File: config.mk
export PLATFORM = sky130hd
export DESIGN_NAME = vp_ctrl
export DESIGN_NICKNAME = d
export VERILOG_FILES = /design/src/hw/vp_ctrl_pkg.sv /design/src/hw/vp_ctrl.sv
export SDC_FILE = /design/constraint.sdc
export NUM_CORES = 1
export LEC_CHECK = 0
export ABC_AREA = 1
export BUFFER_PORTS_ARGS = -buffer_cell sky130_fd_sc_hd__buf_2
export CAP_MARGIN = 20
export CORE_UTILIZATION = 44
export CTS_BUF_LIST = sky130_fd_sc_hd__clkbuf_2 sky130_fd_sc_hd__clkbuf_4 sky130_fd_sc_hd__clkbuf_8
export DETAILED_ROUTE_END_ITERATION = 16
export GPL_ROUTABILITY_DRIVEN = 0
export PLACE_DENSITY = 0.79
export SLEW_MARGIN = 40
export SYNTH_ARGS = -nofsm -noshare
export SYNTH_HDL_FRONTEND = slang
export SYNTH_SLANG_ARGS = --single-unit
File: constraint.sdc
create_clock -name i_ref_clk -period 3.1 [get_ports i_ref_clk]
set_clock_uncertainty 0.15 [all_clocks]
set_input_delay 0.31 -clock i_ref_clk [delete_from_list [all_inputs] [get_ports i_ref_clk]]
set_output_delay 0.31 -clock i_ref_clk [all_outputs]
set_load 0.02 [all_outputs]
File: src/hw/vp_ctrl_pkg.sv
// How it works
// - identification register is read-only; bits 31..24 read zero, writes ignored
// - bits 23..16 return fixed peripheral type code (video port)
// - bits 15..8 return fixed peripheral class code (video)
// - bits 7..0 return revision code fixed at build time
// - control bit 2 enables port; when 0 pixel clock gated
// - disabled port still acknowledges dma, reads undefined, writes discarded
// - free-run bit 0 set: suspend input ignored, normal operation
// - free-run clear: halt-mode bit 1 selects suspend reaction
// - halt-mode bit has no influence while free-run is set
// - halt-mode bit hardwired to 0; writes of 1 not kept
// - on suspend finish current field, then stop new dma events
// - clocks and counters keep running during suspend
// - no interrupts raised while halted by suspend
// - display mode halted: control signals kept, default data in active window
// - after release wait for field boundary before dma events resume
// - block capture and block display act at once, not at field end
// - capture side has no suspend mechanism of its own
package vp_ctrl_pkg;
    localparam logic [11:0] ADDR_IDENT = 12'h000;
    localparam logic [11:0] ADDR_CTRL = 12'h004;
    localparam int CTRL_FREE_BIT = 0;
    localparam int CTRL_HALT_MODE_BIT = 1;
    localparam int CTRL_ON_BIT = 2;
    localparam logic [2:0] CTRL_RESET = 3'h0;
    localparam logic [7:0] IDENT_TYPE = 8'h5A;
    localparam logic [7:0] IDENT_CLASS = 8'hA5;
    localparam logic [7:0] IDENT_REV_DEFAULT = 8'h00;
    localparam logic [31:0] UNDEF_READ = 32'hDEADBEEF;

    typedef enum logic [1:0] {
        ST_RUN = 2'b00,
        ST_DRAIN = 2'b01,
        ST_HALTED = 2'b10,
        ST_RESUME = 2'b11
    } halt_state_t;

    typedef struct packed {
        logic psel;
        logic penable;
        logic pwrite;
        logic [11:0] paddr;
        logic [31:0] pwdata;
    } apb_req_t;

    typedef struct packed {
        logic pready;
        logic pslverr;
        logic [31:0] prdata;
    } apb_rsp_t;

    typedef struct packed {
        logic dma_req;
        logic dma_write;
        logic [31:0] dma_wdata;
    } dma_req_t;

    typedef struct packed {
        logic dma_ack;
        logic [31:0] dma_rdata;
    } dma_rsp_t;

    typedef struct packed {
        logic [2:0] ctrl;
        logic susp_meta;
        logic susp_sync;
        halt_state_t hstate;
        logic [31:0] prdata;
        logic [31:0] dma_rdata;
        logic dma_ack;
        logic [31:0] port_wdata;
        logic port_wstb;
    } vp_state_t;
endpackage : vp_ctrl_pkg

File: src/hw/vp_ctrl.sv
module vp_ctrl #(
    parameter logic [7:0] REVISION = vp_ctrl_pkg::IDENT_REV_DEFAULT,
    parameter logic [7:0] DEFAULT_DATA = 8'h10
) (
    input wire logic i_ref_clk,
    input wire logic i_rst,
    input wire vp_ctrl_pkg::apb_req_t i_apb,
    output vp_ctrl_pkg::apb_rsp_t o_apb,
    input wire vp_ctrl_pkg::dma_req_t i_dma,
    output vp_ctrl_pkg::dma_rsp_t o_dma,
    input wire logic [31:0] i_port_rdata,
    output logic [31:0] o_port_wdata,
    output logic o_port_wstb,
    input wire logic i_emu_suspend,
    input wire logic i_field_end,
    input wire logic i_display_mode,
    input wire logic i_active_window,
    input wire logic [7:0] i_pixel_data,
    input wire logic i_port_irq,
    input wire logic i_dma_event,
    input wire logic i_block_capture_control,
    input wire logic i_block_display_control,
    output logic o_pixel_clock_en,
    output logic o_dma_event,
    output logic o_port_irq,
    output logic [7:0] o_pixel_data,
    output logic o_halted
);
    import vp_ctrl_pkg::*;

    vp_state_t st;
    vp_state_t next_st;
    logic wr_en;
    logic rd_en;
    logic mapped;
    logic suspend_act;
    logic dma_gate;

    function automatic logic is_mapped(input logic [11:0] a);
        is_mapped = (a == ADDR_IDENT) || (a == ADDR_CTRL);
    endfunction : is_mapped

    ////////////////////////////////////////////////////////////////////////
    assign wr_en = i_apb.psel && i_apb.penable && i_apb.pwrite;
    assign rd_en = i_apb.psel && !i_apb.penable && !i_apb.pwrite;
    assign mapped = is_mapped(i_apb.paddr);

    assign suspend_act = st.susp_sync && !st.ctrl[CTRL_FREE_BIT];

    always_comb
    begin
        next_st = st;
        next_st.port_wstb = 1'b0;
        next_st.dma_ack = 1'b0;
        next_st.susp_meta = i_emu_suspend;
        next_st.susp_sync = st.susp_meta;
        if (wr_en && i_apb.paddr == ADDR_CTRL)
        begin
            next_st.ctrl[CTRL_ON_BIT] = i_apb.pwdata[CTRL_ON_BIT];
            next_st.ctrl[CTRL_FREE_BIT] = i_apb.pwdata[CTRL_FREE_BIT];
            next_st.ctrl[CTRL_HALT_MODE_BIT] = 1'b0;
        end
        // read data latched in setup; ready in access phase
        if (rd_en)
        begin
            case (i_apb.paddr)
                ADDR_IDENT: next_st.prdata = {8'h00, IDENT_TYPE, IDENT_CLASS, REVISION};
                ADDR_CTRL: next_st.prdata = {29'h0, st.ctrl};
                default: next_st.prdata = 32'h00000000;
            endcase
        end
        // dma always acknowledged; disabled port gives junk, drops writes
        if (i_dma.dma_req)
        begin
            next_st.dma_ack = 1'b1;
            if (st.ctrl[CTRL_ON_BIT])
            begin
                next_st.dma_rdata = i_port_rdata;
                next_st.port_wstb = i_dma.dma_write;
                next_st.port_wdata = i_dma.dma_wdata;
            end
            else
            begin
                next_st.dma_rdata = UNDEF_READ;
            end
        end
        case (st.hstate)
            ST_RUN:
            begin
                if (suspend_act)
                begin
                    next_st.hstate = ST_DRAIN;
                end
            end
            ST_DRAIN:
            begin
                if (i_field_end)
                begin
                    next_st.hstate = suspend_act ? ST_HALTED : ST_RUN;
                end
            end
            ST_HALTED:
            begin
                if (!suspend_act)
                begin
                    next_st.hstate = ST_RESUME;
                end
            end
            ST_RESUME:
            begin
                if (i_field_end)
                begin
                    next_st.hstate = ST_RUN;
                end
            end
            default: next_st.hstate = ST_RUN;
        endcase
    end

    always_ff @(posedge i_ref_clk or posedge i_rst)
    begin
        if (i_rst)
        begin
            st <= '{ctrl: CTRL_RESET, hstate: ST_RUN, default: '0};
        end
        else
        begin
            st <= next_st;
        end
    end

    ////////////////////////////////////////////////////////////////////////
    // zero-wait apb; unmapped addresses flag pslverr
    always_comb
    begin
        o_apb.pready = 1'b1;
        o_apb.pslverr = i_apb.psel && i_apb.penable && !mapped;
        o_apb.prdata = st.prdata;
    end

    assign o_dma.dma_ack = st.dma_ack;
    assign o_dma.dma_rdata = st.dma_rdata;
    assign o_port_wdata = st.port_wdata;
    assign o_port_wstb = st.port_wstb;

    // clock gate enable; suspend leaves it running
    assign o_pixel_clock_en = st.ctrl[CTRL_ON_BIT];
    assign o_halted = (st.hstate == ST_HALTED) || (st.hstate == ST_RESUME);
    // block controls cut events at once; no capture suspend path
    assign dma_gate = !o_halted && !i_block_capture_control && !i_block_display_control;
    assign o_dma_event = i_dma_event && dma_gate && st.ctrl[CTRL_ON_BIT];
    assign o_port_irq = i_port_irq && !o_halted && st.ctrl[CTRL_ON_BIT];
    // display mode: default data in active window while halted
    assign o_pixel_data = (o_halted && i_display_mode && i_active_window) ? DEFAULT_DATA
        : i_pixel_data;

    ////////////////////////////////////////////////////////////////////////
    property p_ident_fixed;
        @(posedge i_ref_clk) disable iff (i_rst)
        rd_en && i_apb.paddr == ADDR_IDENT |=> st.prdata == {8'h00, IDENT_TYPE, IDENT_CLASS,
            REVISION};
    endproperty
    a_ident_fixed: assert property (p_ident_fixed) else $error("ident value wrong");

    property p_halt_zero;
        @(posedge i_ref_clk) disable iff (i_rst)
        st.ctrl[CTRL_HALT_MODE_BIT] == 1'b0;
    endproperty
    a_halt_zero: assert property (p_halt_zero) else $error("halt-mode bit set");

    property p_free_ignores;
        @(posedge i_ref_clk) disable iff (i_rst)
        st.ctrl[CTRL_FREE_BIT] && st.hstate == ST_RUN |=> st.hstate == ST_RUN;
    endproperty
    a_free_ignores: assert property (p_free_ignores) else $error("free-run halted");

    property p_drain_waits;
        @(posedge i_ref_clk) disable iff (i_rst)
        st.hstate == ST_DRAIN && !i_field_end |=> st.hstate == ST_DRAIN;
    endproperty
    a_drain_waits: assert property (p_drain_waits) else $error("left drain early");

    property p_resume_waits;
        @(posedge i_ref_clk) disable iff (i_rst)
        st.hstate == ST_RESUME && !i_field_end |=> st.hstate == ST_RESUME;
    endproperty
    a_resume_waits: assert property (p_resume_waits) else $error("resumed early");

    property p_no_irq;
        @(posedge i_ref_clk) disable iff (i_rst)
        o_halted |-> !o_port_irq && !o_dma_event;
    endproperty
    a_no_irq: assert property (p_no_irq) else $error("event while halted");

    property p_dma_ack;
        @(posedge i_ref_clk) disable iff (i_rst)
        i_dma.dma_req |=> o_dma.dma_ack;
    endproperty
    a_dma_ack: assert property (p_dma_ack) else $error("dma not acked");

    property p_off_discard;
        @(posedge i_ref_clk) disable iff (i_rst)
        !st.ctrl[CTRL_ON_BIT] |=> !o_port_wstb;
    endproperty
    a_off_discard: assert property (p_off_discard) else $error("write while off");

    property p_sync_delay;
        @(posedge i_ref_clk) disable iff (i_rst)
        $rose(i_emu_suspend) ##1 i_emu_suspend |=> st.susp_sync;
    endproperty
    a_sync_delay: assert property (p_sync_delay) else $error("sync late");

    property p_clk_gate;
        @(posedge i_ref_clk) disable iff (i_rst)
        wr_en && i_apb.paddr == ADDR_CTRL |=> o_pixel_clock_en == $past(i_apb.pwdata[CTRL_ON_BIT]);
    endproperty
    a_clk_gate: assert property (p_clk_gate) else $error("clock gate wrong");

endmodule : vp_ctrl

## Word level (Yosys, flattened, before mapping)

Index checks and enable logic that the tools add are counted.

| word-level totals | value |
|---|---|
| register bits after elaboration | 104 |
| input bits | 131 |
| output and inout port bits | 112 |
| logic and storage cells | 56 |

| operators by class | value |
|---|---|
| equal/unequal tests | 8 |
| muxes and demuxes | 11 |
| reduce and logical (&&, ||, !) cells | 28 |

Operators by type and width:

| operator | count |
|---|---|
| $pmux W23 S2 | 1 |
| $mux W34 | 1 |
| $mux W33 | 1 |
| $mux W32 | 1 |
| $logic_and A1 B1 Y1 | 15 |
| $eq A12 B3 Y1 const B | 1 |
| $logic_not A12 Y1 | 1 |
| $mux W2 | 5 |
| $mux W8 | 1 |
| $ne A2 B2 Y1 const B | 4 |
| $pmux W2 S4 | 1 |
| $logic_not A1 Y1 | 7 |
| $eq A2 B2 Y1 const B | 2 |
| $reduce_and A4 Y1 | 1 |
| $eq A2 B1 Y1 const B | 1 |
| $logic_not A2 Y1 | 1 |
| $logic_or A1 B1 Y1 | 2 |
| $reduce_and A2 Y1 | 1 |

## Longest topological paths before layout

Gate-level depths: netlist of run 1.

| logic depth | value |
|---|---|
| depth after elaboration | 7 |
| depth in mapped cells | 6 |
| depth with buffers taken out | 6 |

## Worst setup path before layout of run 1

No wires, ideal clock.

| timing path | value |
|---|---|
| path type | reg2out |
| start | register st, in the netlist o_pixel_clock_en |
| end | output o_dma_event |
| data arrival time | 1.262 ns |
| required time | 2.640 ns |
| slack | 1.378 ns |
| cell stages (with the launch flop) | 3 |
| buffers on the path | 0 |
| path through | dfrtp_1 > nand2_1 > nor4_1 |

| on the way | value |
|---|---|
| word-level cells in the longest chain between the ends | 1 |

Ends and longest elaborated chain:

| item | line | text |
|---|---|---|
| start, declared | vp_ctrl.sv:31 | `vp_state_t st;` |
| start signal, assigned | vp_ctrl.sv:128 | `st <= next_st;` |
| $logic_and A1 B1 Y1 | vp_ctrl.sv:151 | `assign o_dma_event = i_dma_event && dma_gate && st.ctrl[CTRL_ON_BIT];` |
| end, declared | vp_ctrl.sv:24 | `output logic o_dma_event,` |

No other way between the ends.

## Final worst setup path of run 1

| timing path | value |
|---|---|
| start | register st, in the netlist o_pixel_clock_en |
| end | register st, in the netlist o_dma[29] |

| on the way | value |
|---|---|
| word-level cells in the longest chain between the ends | 1 |

Ends and longest elaborated chain:

| item | line | text |
|---|---|---|
| $mux W32 | vp_ctrl.sv:76 | `if (st.ctrl[CTRL_ON_BIT])` |

No other way between the ends.
A chain may end at the register's enable or synchronous reset.

==> results of run 1 <==
[how the worst min path moves through the flow]
| stage | start | end | slack (ns) | depth (start not counted) |
|---|---|---|---|---|
| 2_1_floorplan | next_st[100] | st[100] | 0.18 | 0 |
| 6_report | i_dma[7] | o_port_wdata[7] | 0.02 | 3 |
| 5_1_grt | i_dma[22] | o_port_wdata[22] | 0.003 | 3 |
| 4_1_cts | i_dma[22] | o_port_wdata[22] | 0.00001 | 3 |
| 3_5_place_dp | i_rst | o_port_wdata[16] | 0.20 | 2 |
| 3_3_place_gp | next_st[100] | st[100] | 0.18 | 0 |
[area by class of cell]
| type | instances | area, µm² |
|---|---|---|
| fill | 760 | 3801 |
| timing repair buffer | 202 | 1069 |
| multi-input combinational | 206 | 969.7 |
| clock buffer | 10 | 137.6 |
| inverter | 24 | 91.34 |
| clock inverter | 4 | 98.84 |
| tap | 105 | 131.4 |
| sequential | 75 | 1877 |
[power by group]
part / internal [mW] / switching (mW)
registers: 0.996 / 0.0119
logic: 0.0888 / 0.135
clock network: 0.551 / 0.339
total: 1.64 / 0.486
[state kept, by name, summed over array words and instances, names as in the netlist, named ones only]
| signal | count |
|---|---|
| o_pixel_clock_en | 1 |
| st | 3 |
| next_st | 1 |
| o_dma | 33 |
| o_port_wdata | 32 |
| o_apb | 3 |
| o_port_wstb | 1 |
[critical path, stage by stage, from the launching register on]
cell and delay, ns:
dfrtp_1 0.46, nand2_4 0.51, inv_2 0.45, a22o_1 0.30
[logic make-up (layout without fill, tap and decap cells)]
family                 count (synthesis)  count (layout)  share of synthesized area (%)
and+or+nand+nor                      146             146                          15.56
AOI/OAI and AO/OA                     37              37                          8.322
DFF                                   75              75                          50.74
other                                  2              23                         0.2031
buffers and inverters                136             240                          25.17
[through the flow]
stage                     std cells  hold slack (ns)
after floorplan                 417           0.1812
after global placement          602           0.1848
after detailed placement        602           0.1967
after CTS                       626       0.00001482
after global routing            626         0.002551
final                           626          0.01509
[synthesized netlist by cell type, drive strengths merged]
master	n
nand3	2
nor3	2
nand2	126
conb	2
nand4	2
nor2	13
buf	111
a21boi	1
dfrtp	75
a22o	8
o22a	24
clkbuf	1
nor4	1
o21ai	4
inv	24
[metal layers]
layer | share of wire (%) | up-vias
li1 | - | 1361
met1 | 42 | 1247
met4 | 2.2 | 0
met2 | 48 | 132
met3 | 7.4 | 12
met5 | 0 | -
==> results by group, run 1 <==
Status
  • Outcome: finished clean

Finish
  • Area grow syn2layout: 18.27%
  • Most frequent cells in the layout: 189 x buf_2, 125 x nand2_1, 75 x dfrtp_1
  • Post-Route Utilization: a little over half
  • Fin area: 0.004374 mm²
  • Layout cell share with drive strength beyond 1: about two fifths
  • Fin nets: roughly 650
  • Leading cell type in the layout, fill and taps excluded: buf_2
  • # diodes: 0

Clock tree
  • # Post-CTS Setup Buffers: 0
  • Num CTS Buffers: 9
  • Post-cts sizing count: 0
  • Max Buffers Root-to-Sink: 2
  • Worst-skew pair later-pin latency: 0.33 ns
  • H-tree lvl count: 3
  • CTS tree: done
  • Worst-path clk slew: roughly 0.07 ns
  • CTS Sinks: 75
  • Cts hold-fix bufs: 10
  • CTS Root Cell: clkbuf_8

Setup path
  • Worst setup path endpoint: o_dma[29]
  • CP Class: reg -> reg
  • Startpoint Class: flip-flop
  • Critical path arrival: 2.07 ns
  • Worst R2R End: o_dma[29]
  • Worst setup startpoint: o_pixel_clock_en
  • FF-to-FF path depth: 3
  • R2R setup slack: 1.10 ns
  • R2r startpoint: o_pixel_clock_en
  • Worst endpoint required time: 3.18 ns
  • Max Fanout on Critical Path: between 50 and 60
  • Crit end category: flip-flop

Timing
  • Min Clock Period, post-route: 1.998 ns
  • Max-slew headroom: a little under three fifths
  • Setup_tns: 0 ns
  • FMAX: about 0.5 GHz
  • RSZ-0062 raised after global routing: no
  • Final period util: between 60 and 70%
  • Final worst-path setup slack: ~1.1 ns
  • Slew Viols, Final: 0
  • Final hold viol count: 0
  • Worst Max-Slew Pin Slew: approximately 0.64 ns
  • Setup Viol. Count Final: 0

Yosys
  • Yosys top cell by area: dfrtp_1
  • Yosys warning count: 0
  • Library cells used by synthesis: 21
  • Ranking of synthesized cells by area: dfrtp_1 51%, buf_4 20%, nand2_1 13%, o22a_1 5.7%, inv_1 2.3%
  • Synth top area share: approximately 51%
  • Synthesis-stage register bit count: 75
  • Synthesized area: ~0.0037 mm²
  • Cells after Synth: between 300 and 400
  • Avg Synthesized Cell Area: ~9.3 µm²
  • Sequential fraction of the synthesis area: 50.74%

Power
  • Maximum vdd drop: approximately 0.21 mV
  • Power Total: around 2.1 mW
  • Static leakage: ~2.5 nW
  • Power density cells: slightly below 500 mW/mm²

Placement
  • Worst slack at placement: 1.082 ns
  • Placement Cell Area: between 0.004 and 0.005 mm²
  • I/O Buffers: between 150 and 200
  • HPWL after detailed placement: 5322 µm

Routing
  • Vias post-DR: around 2800
  • Post-Route WL: approximately 7300 µm
  • DRC: 0
  • Post-DR vias/cell: ~4.4
  • ANT nets after route: 0
  • Routed len/inst: 11.63 µm
  • Detailed Routing Iterations Pass 1: 5
  • Detailed Route Iter0 Violations: 130

Die
  • I/O pin count: 243
  • Die Y: roughly 94 µm
  • Die X: around 94 µm
  • Initial Util: between 40 and 50%
  • FP Rows: 33
  • Core area: about 0.008 mm²
  • Die area: 0.008777 mm²

Global route
  • Met2 usage in global routing: between 20% and 30%
  • GR met3 Demand/Resource: under 10%
  • Grt total ovfl: 0
  • Largest net degree at the start of global routing: 59
  • Vias in the first global route: roughly 2500
  • Met1 Resource Use GR: ~21%
  • Busiest metal layer after global routing: met2
  • GRT Resource Usage Total: between 10% and 20%
  • First-pass GRT wire length: roughly 12000 µm
  • Initial antenna violation count: 0

Worst hold path
  • Hold WC Path Type: in -> reg

Run
  • Max-cap viol count: 0
No activity file was read; power rests on OpenSTA's default activity.
==> inputs of run 2 (changes only) <==
--- a/config.mk
+++ b/config.mk
@@ -8,11 +8,11 @@
 export ABC_AREA = 1
 export BUFFER_PORTS_ARGS = -buffer_cell sky130_fd_sc_hd__buf_2
 export CAP_MARGIN = 20
-export CORE_UTILIZATION = 44
+export CORE_UTILIZATION = 39
 export CTS_BUF_LIST = sky130_fd_sc_hd__clkbuf_2 sky130_fd_sc_hd__clkbuf_4 sky130_fd_sc_hd__clkbuf_8
 export DETAILED_ROUTE_END_ITERATION = 16
 export GPL_ROUTABILITY_DRIVEN = 0
-export PLACE_DENSITY = 0.79
+export PLACE_DENSITY = 0.74
 export SLEW_MARGIN = 40
 export SYNTH_ARGS = -nofsm -noshare
 export SYNTH_HDL_FRONTEND = slang
==> constraint.sdc (replaced) <==
create_clock -name i_ref_clk -period 1.6 [get_ports i_ref_clk]
set_clock_uncertainty 0.15 [all_clocks]
set_input_delay 0.16 -clock i_ref_clk [delete_from_list [all_inputs] [get_ports i_ref_clk]]
set_output_delay 0.16 -clock i_ref_clk [all_outputs]
set_load 0.02 [all_outputs]
==> results by group, run 2 (same netlist as run 1, synthesis figures left out) <==
Routing
  • Vias post-DR: just over 3000
  • ANT nets after route: 0
  • Post-DR vias/cell: approximately 4.4
  • Detailed Route Iter0 Violations: 80
  • DRC: 0
  • Post-Route WL: 8849 µm
  • Detailed Routing Iterations Pass 1: 4
  • Routed len/inst: 12.62 µm

Finish
  • Area grow syn2layout: 38.53%
  • Fin nets: 717
  • Layout cell share with drive strength beyond 1: 37.63%
  • Leading cell type in the layout, fill and taps excluded: buf_2
  • Post-Route Utilization: around 56%
  • # diodes: 0
  • Filler instances: slightly below 800
  • Most frequent cells in the layout: 187 x buf_2, 124 x nand2_1, 74 x dfrtp_1
  • Post-Layout Cell Count: between 700 and 800
  • Max reg flops: 33

Clock tree
  • CTS tree: done
  • Worst-skew pair later-pin latency: between 0.3 and 0.4 ns
  • CTS Root Cell: clkbuf_8
  • Worst-path clk slew: ~0.070 ns
  • H-tree lvl count: 3
  • Num CTS Buffers: 9
  • CTS Sinks: 75
  • Max Buffers Root-to-Sink: 2

Die
  • Initial Util: just over 40%
  • I/O pin count: between 200 and 250
  • Die Y: 99.39 µm
  • FP Rows: 35
  • Die area: a little under 0.01 mm²
  • Die X: roughly 100 µm
  • Core area: a little over 0.009 mm²

Power
  • Maximum vdd drop: 0.4792 mV
  • Power density cells: slightly below 900 mW/mm²
  • Static leakage: about 2.8 nW
  • Power Total: between 4 and 5 mW

Timing
  • Final hold viol count: 0
  • FMAX: ~0.63 GHz
  • Min Clock Period, post-route: roughly 1.6 ns
  • Slew Viols, Final: 0
  • Setup Viol. Count Final: 0
  • Final period util: around 99%
  • RSZ-0062 raised after global routing: yes
  • Worst hold margin: 0.05439 ns

Placement
  • HPWL after detailed placement: 5481 µm
  • I/O Buffers: between 150 and 200
  • Cell count after placement: between 600 and 700

Global route
  • Met2 usage in global routing: about 33%
  • GR met3 Demand/Resource: 3.865%
  • Met1 Resource Use GR: 20.07%
  • Largest net degree at the start of global routing: 76
  • First-pass GRT wire length: between 10000 and 15000 µm
  • Vias in the first global route: 3157
  • Grt total ovfl: 0
  • Busiest metal layer after global routing: met2
  • Initial antenna violation count: 0
  • GRT Resource Usage Total: 18.16%

Setup path
  • R2r startpoint: o_pixel_clock_en
  • Crit-path max cell delay: 0.44 ns
  • Crit-path cells: inv_2 -> nand2_2 -> nor4_2 -> buf_4
  • Worst endpoint required time: between 1 and 1.5 ns
  • Crit end category: output pin
  • CP delay by family, top: flip-flops
  • Startpoint Class: flip-flop
  • CP Class: reg -> out
  • Max Fanout on Critical Path: 3
  • Critical path arrival: approximately 1.3 ns
  • Worst path bufs/invs: 2
  • CP max-delay cell: dfrtp_2

Worst hold path
  • Hold Startpoint: i_apb[46]
  • Hold WC Path Type: in -> reg

Run
  • Max-cap viol count: 0

Status
  • Outcome: finished clean
## run 2: worst min-delay path, cell delays in order
cell and delay, ns:
buf_2 0.11, inv_1 0.05, nor3_1 0.06, nand2_1 0.05
o21ai_0 0.07
## run 2: layout make-up
type | count | area [µm²] | share of cell area, %
multi-input cells | 206 | 993.5 | 19.39
inverters | 24 | 96.34 | 1.880
flip-flops and latches | 75 | 1878 | 36.65
well taps | 111 | 138.9 | 2.711
repair buffers | 270 | 1754 | 34.24
clock inverters | 5 | 125.1 | 2.442
clock buffers | 10 | 137.6 | 2.686
## run 2: metrics by stage
stage          instance area (µm²)  setup WS (ns)  TNS [ns]
2_1_floorplan                 3781        0.02812         0
3_3_place_gp                  4083         0.2237         0
3_5_place_dp                  4083         0.1759         0
4_1_cts                       5084       -0.03322  -0.05723
5_1_grt                       5124       -0.07073  -0.07073
6_report                      5124        0.01043         0
## run 2: routing by layer
layer	share of wire (%)	up-vias
met5	0	-
met4	2.5	0
met3	5.0	20
met2	53	124
met1	40	1446
li1	-	1499
## run 2: worst paths after layout
path / endpoint / slack, ns / cells after the start
worst max-delay path: o_dma_event / 0.01 / 4
worst min-delay path: o_apb[0] / 0.05 / 5
worst max register to register: o_port_wdata[23] / 0.20 / 5
worst min register to register: st[100] / 0.20 / 0
max in group asynchronous: asynchronous set/reset pin / 0.64 / 4
min in group asynchronous: o_dma[22] / 0.34 / 4
## run 2: what timing repair did
item | 4_1_cts | 5_1_grt
setup buffers | 1 | 1
cloned | 0 | 0
setup endpoints to repair | 5 | 15
hold buffers | 73 | 0
gates resized for setup | 0 | 11
hold endpoints to repair | 148 | 0
## run 2: where the power goes
part	internal (mW)	switching [mW]	total [mW]
sequential	1.93	0.0278	1.96
combinational	0.292	0.305	0.598
clock	1.23	0.656	1.88
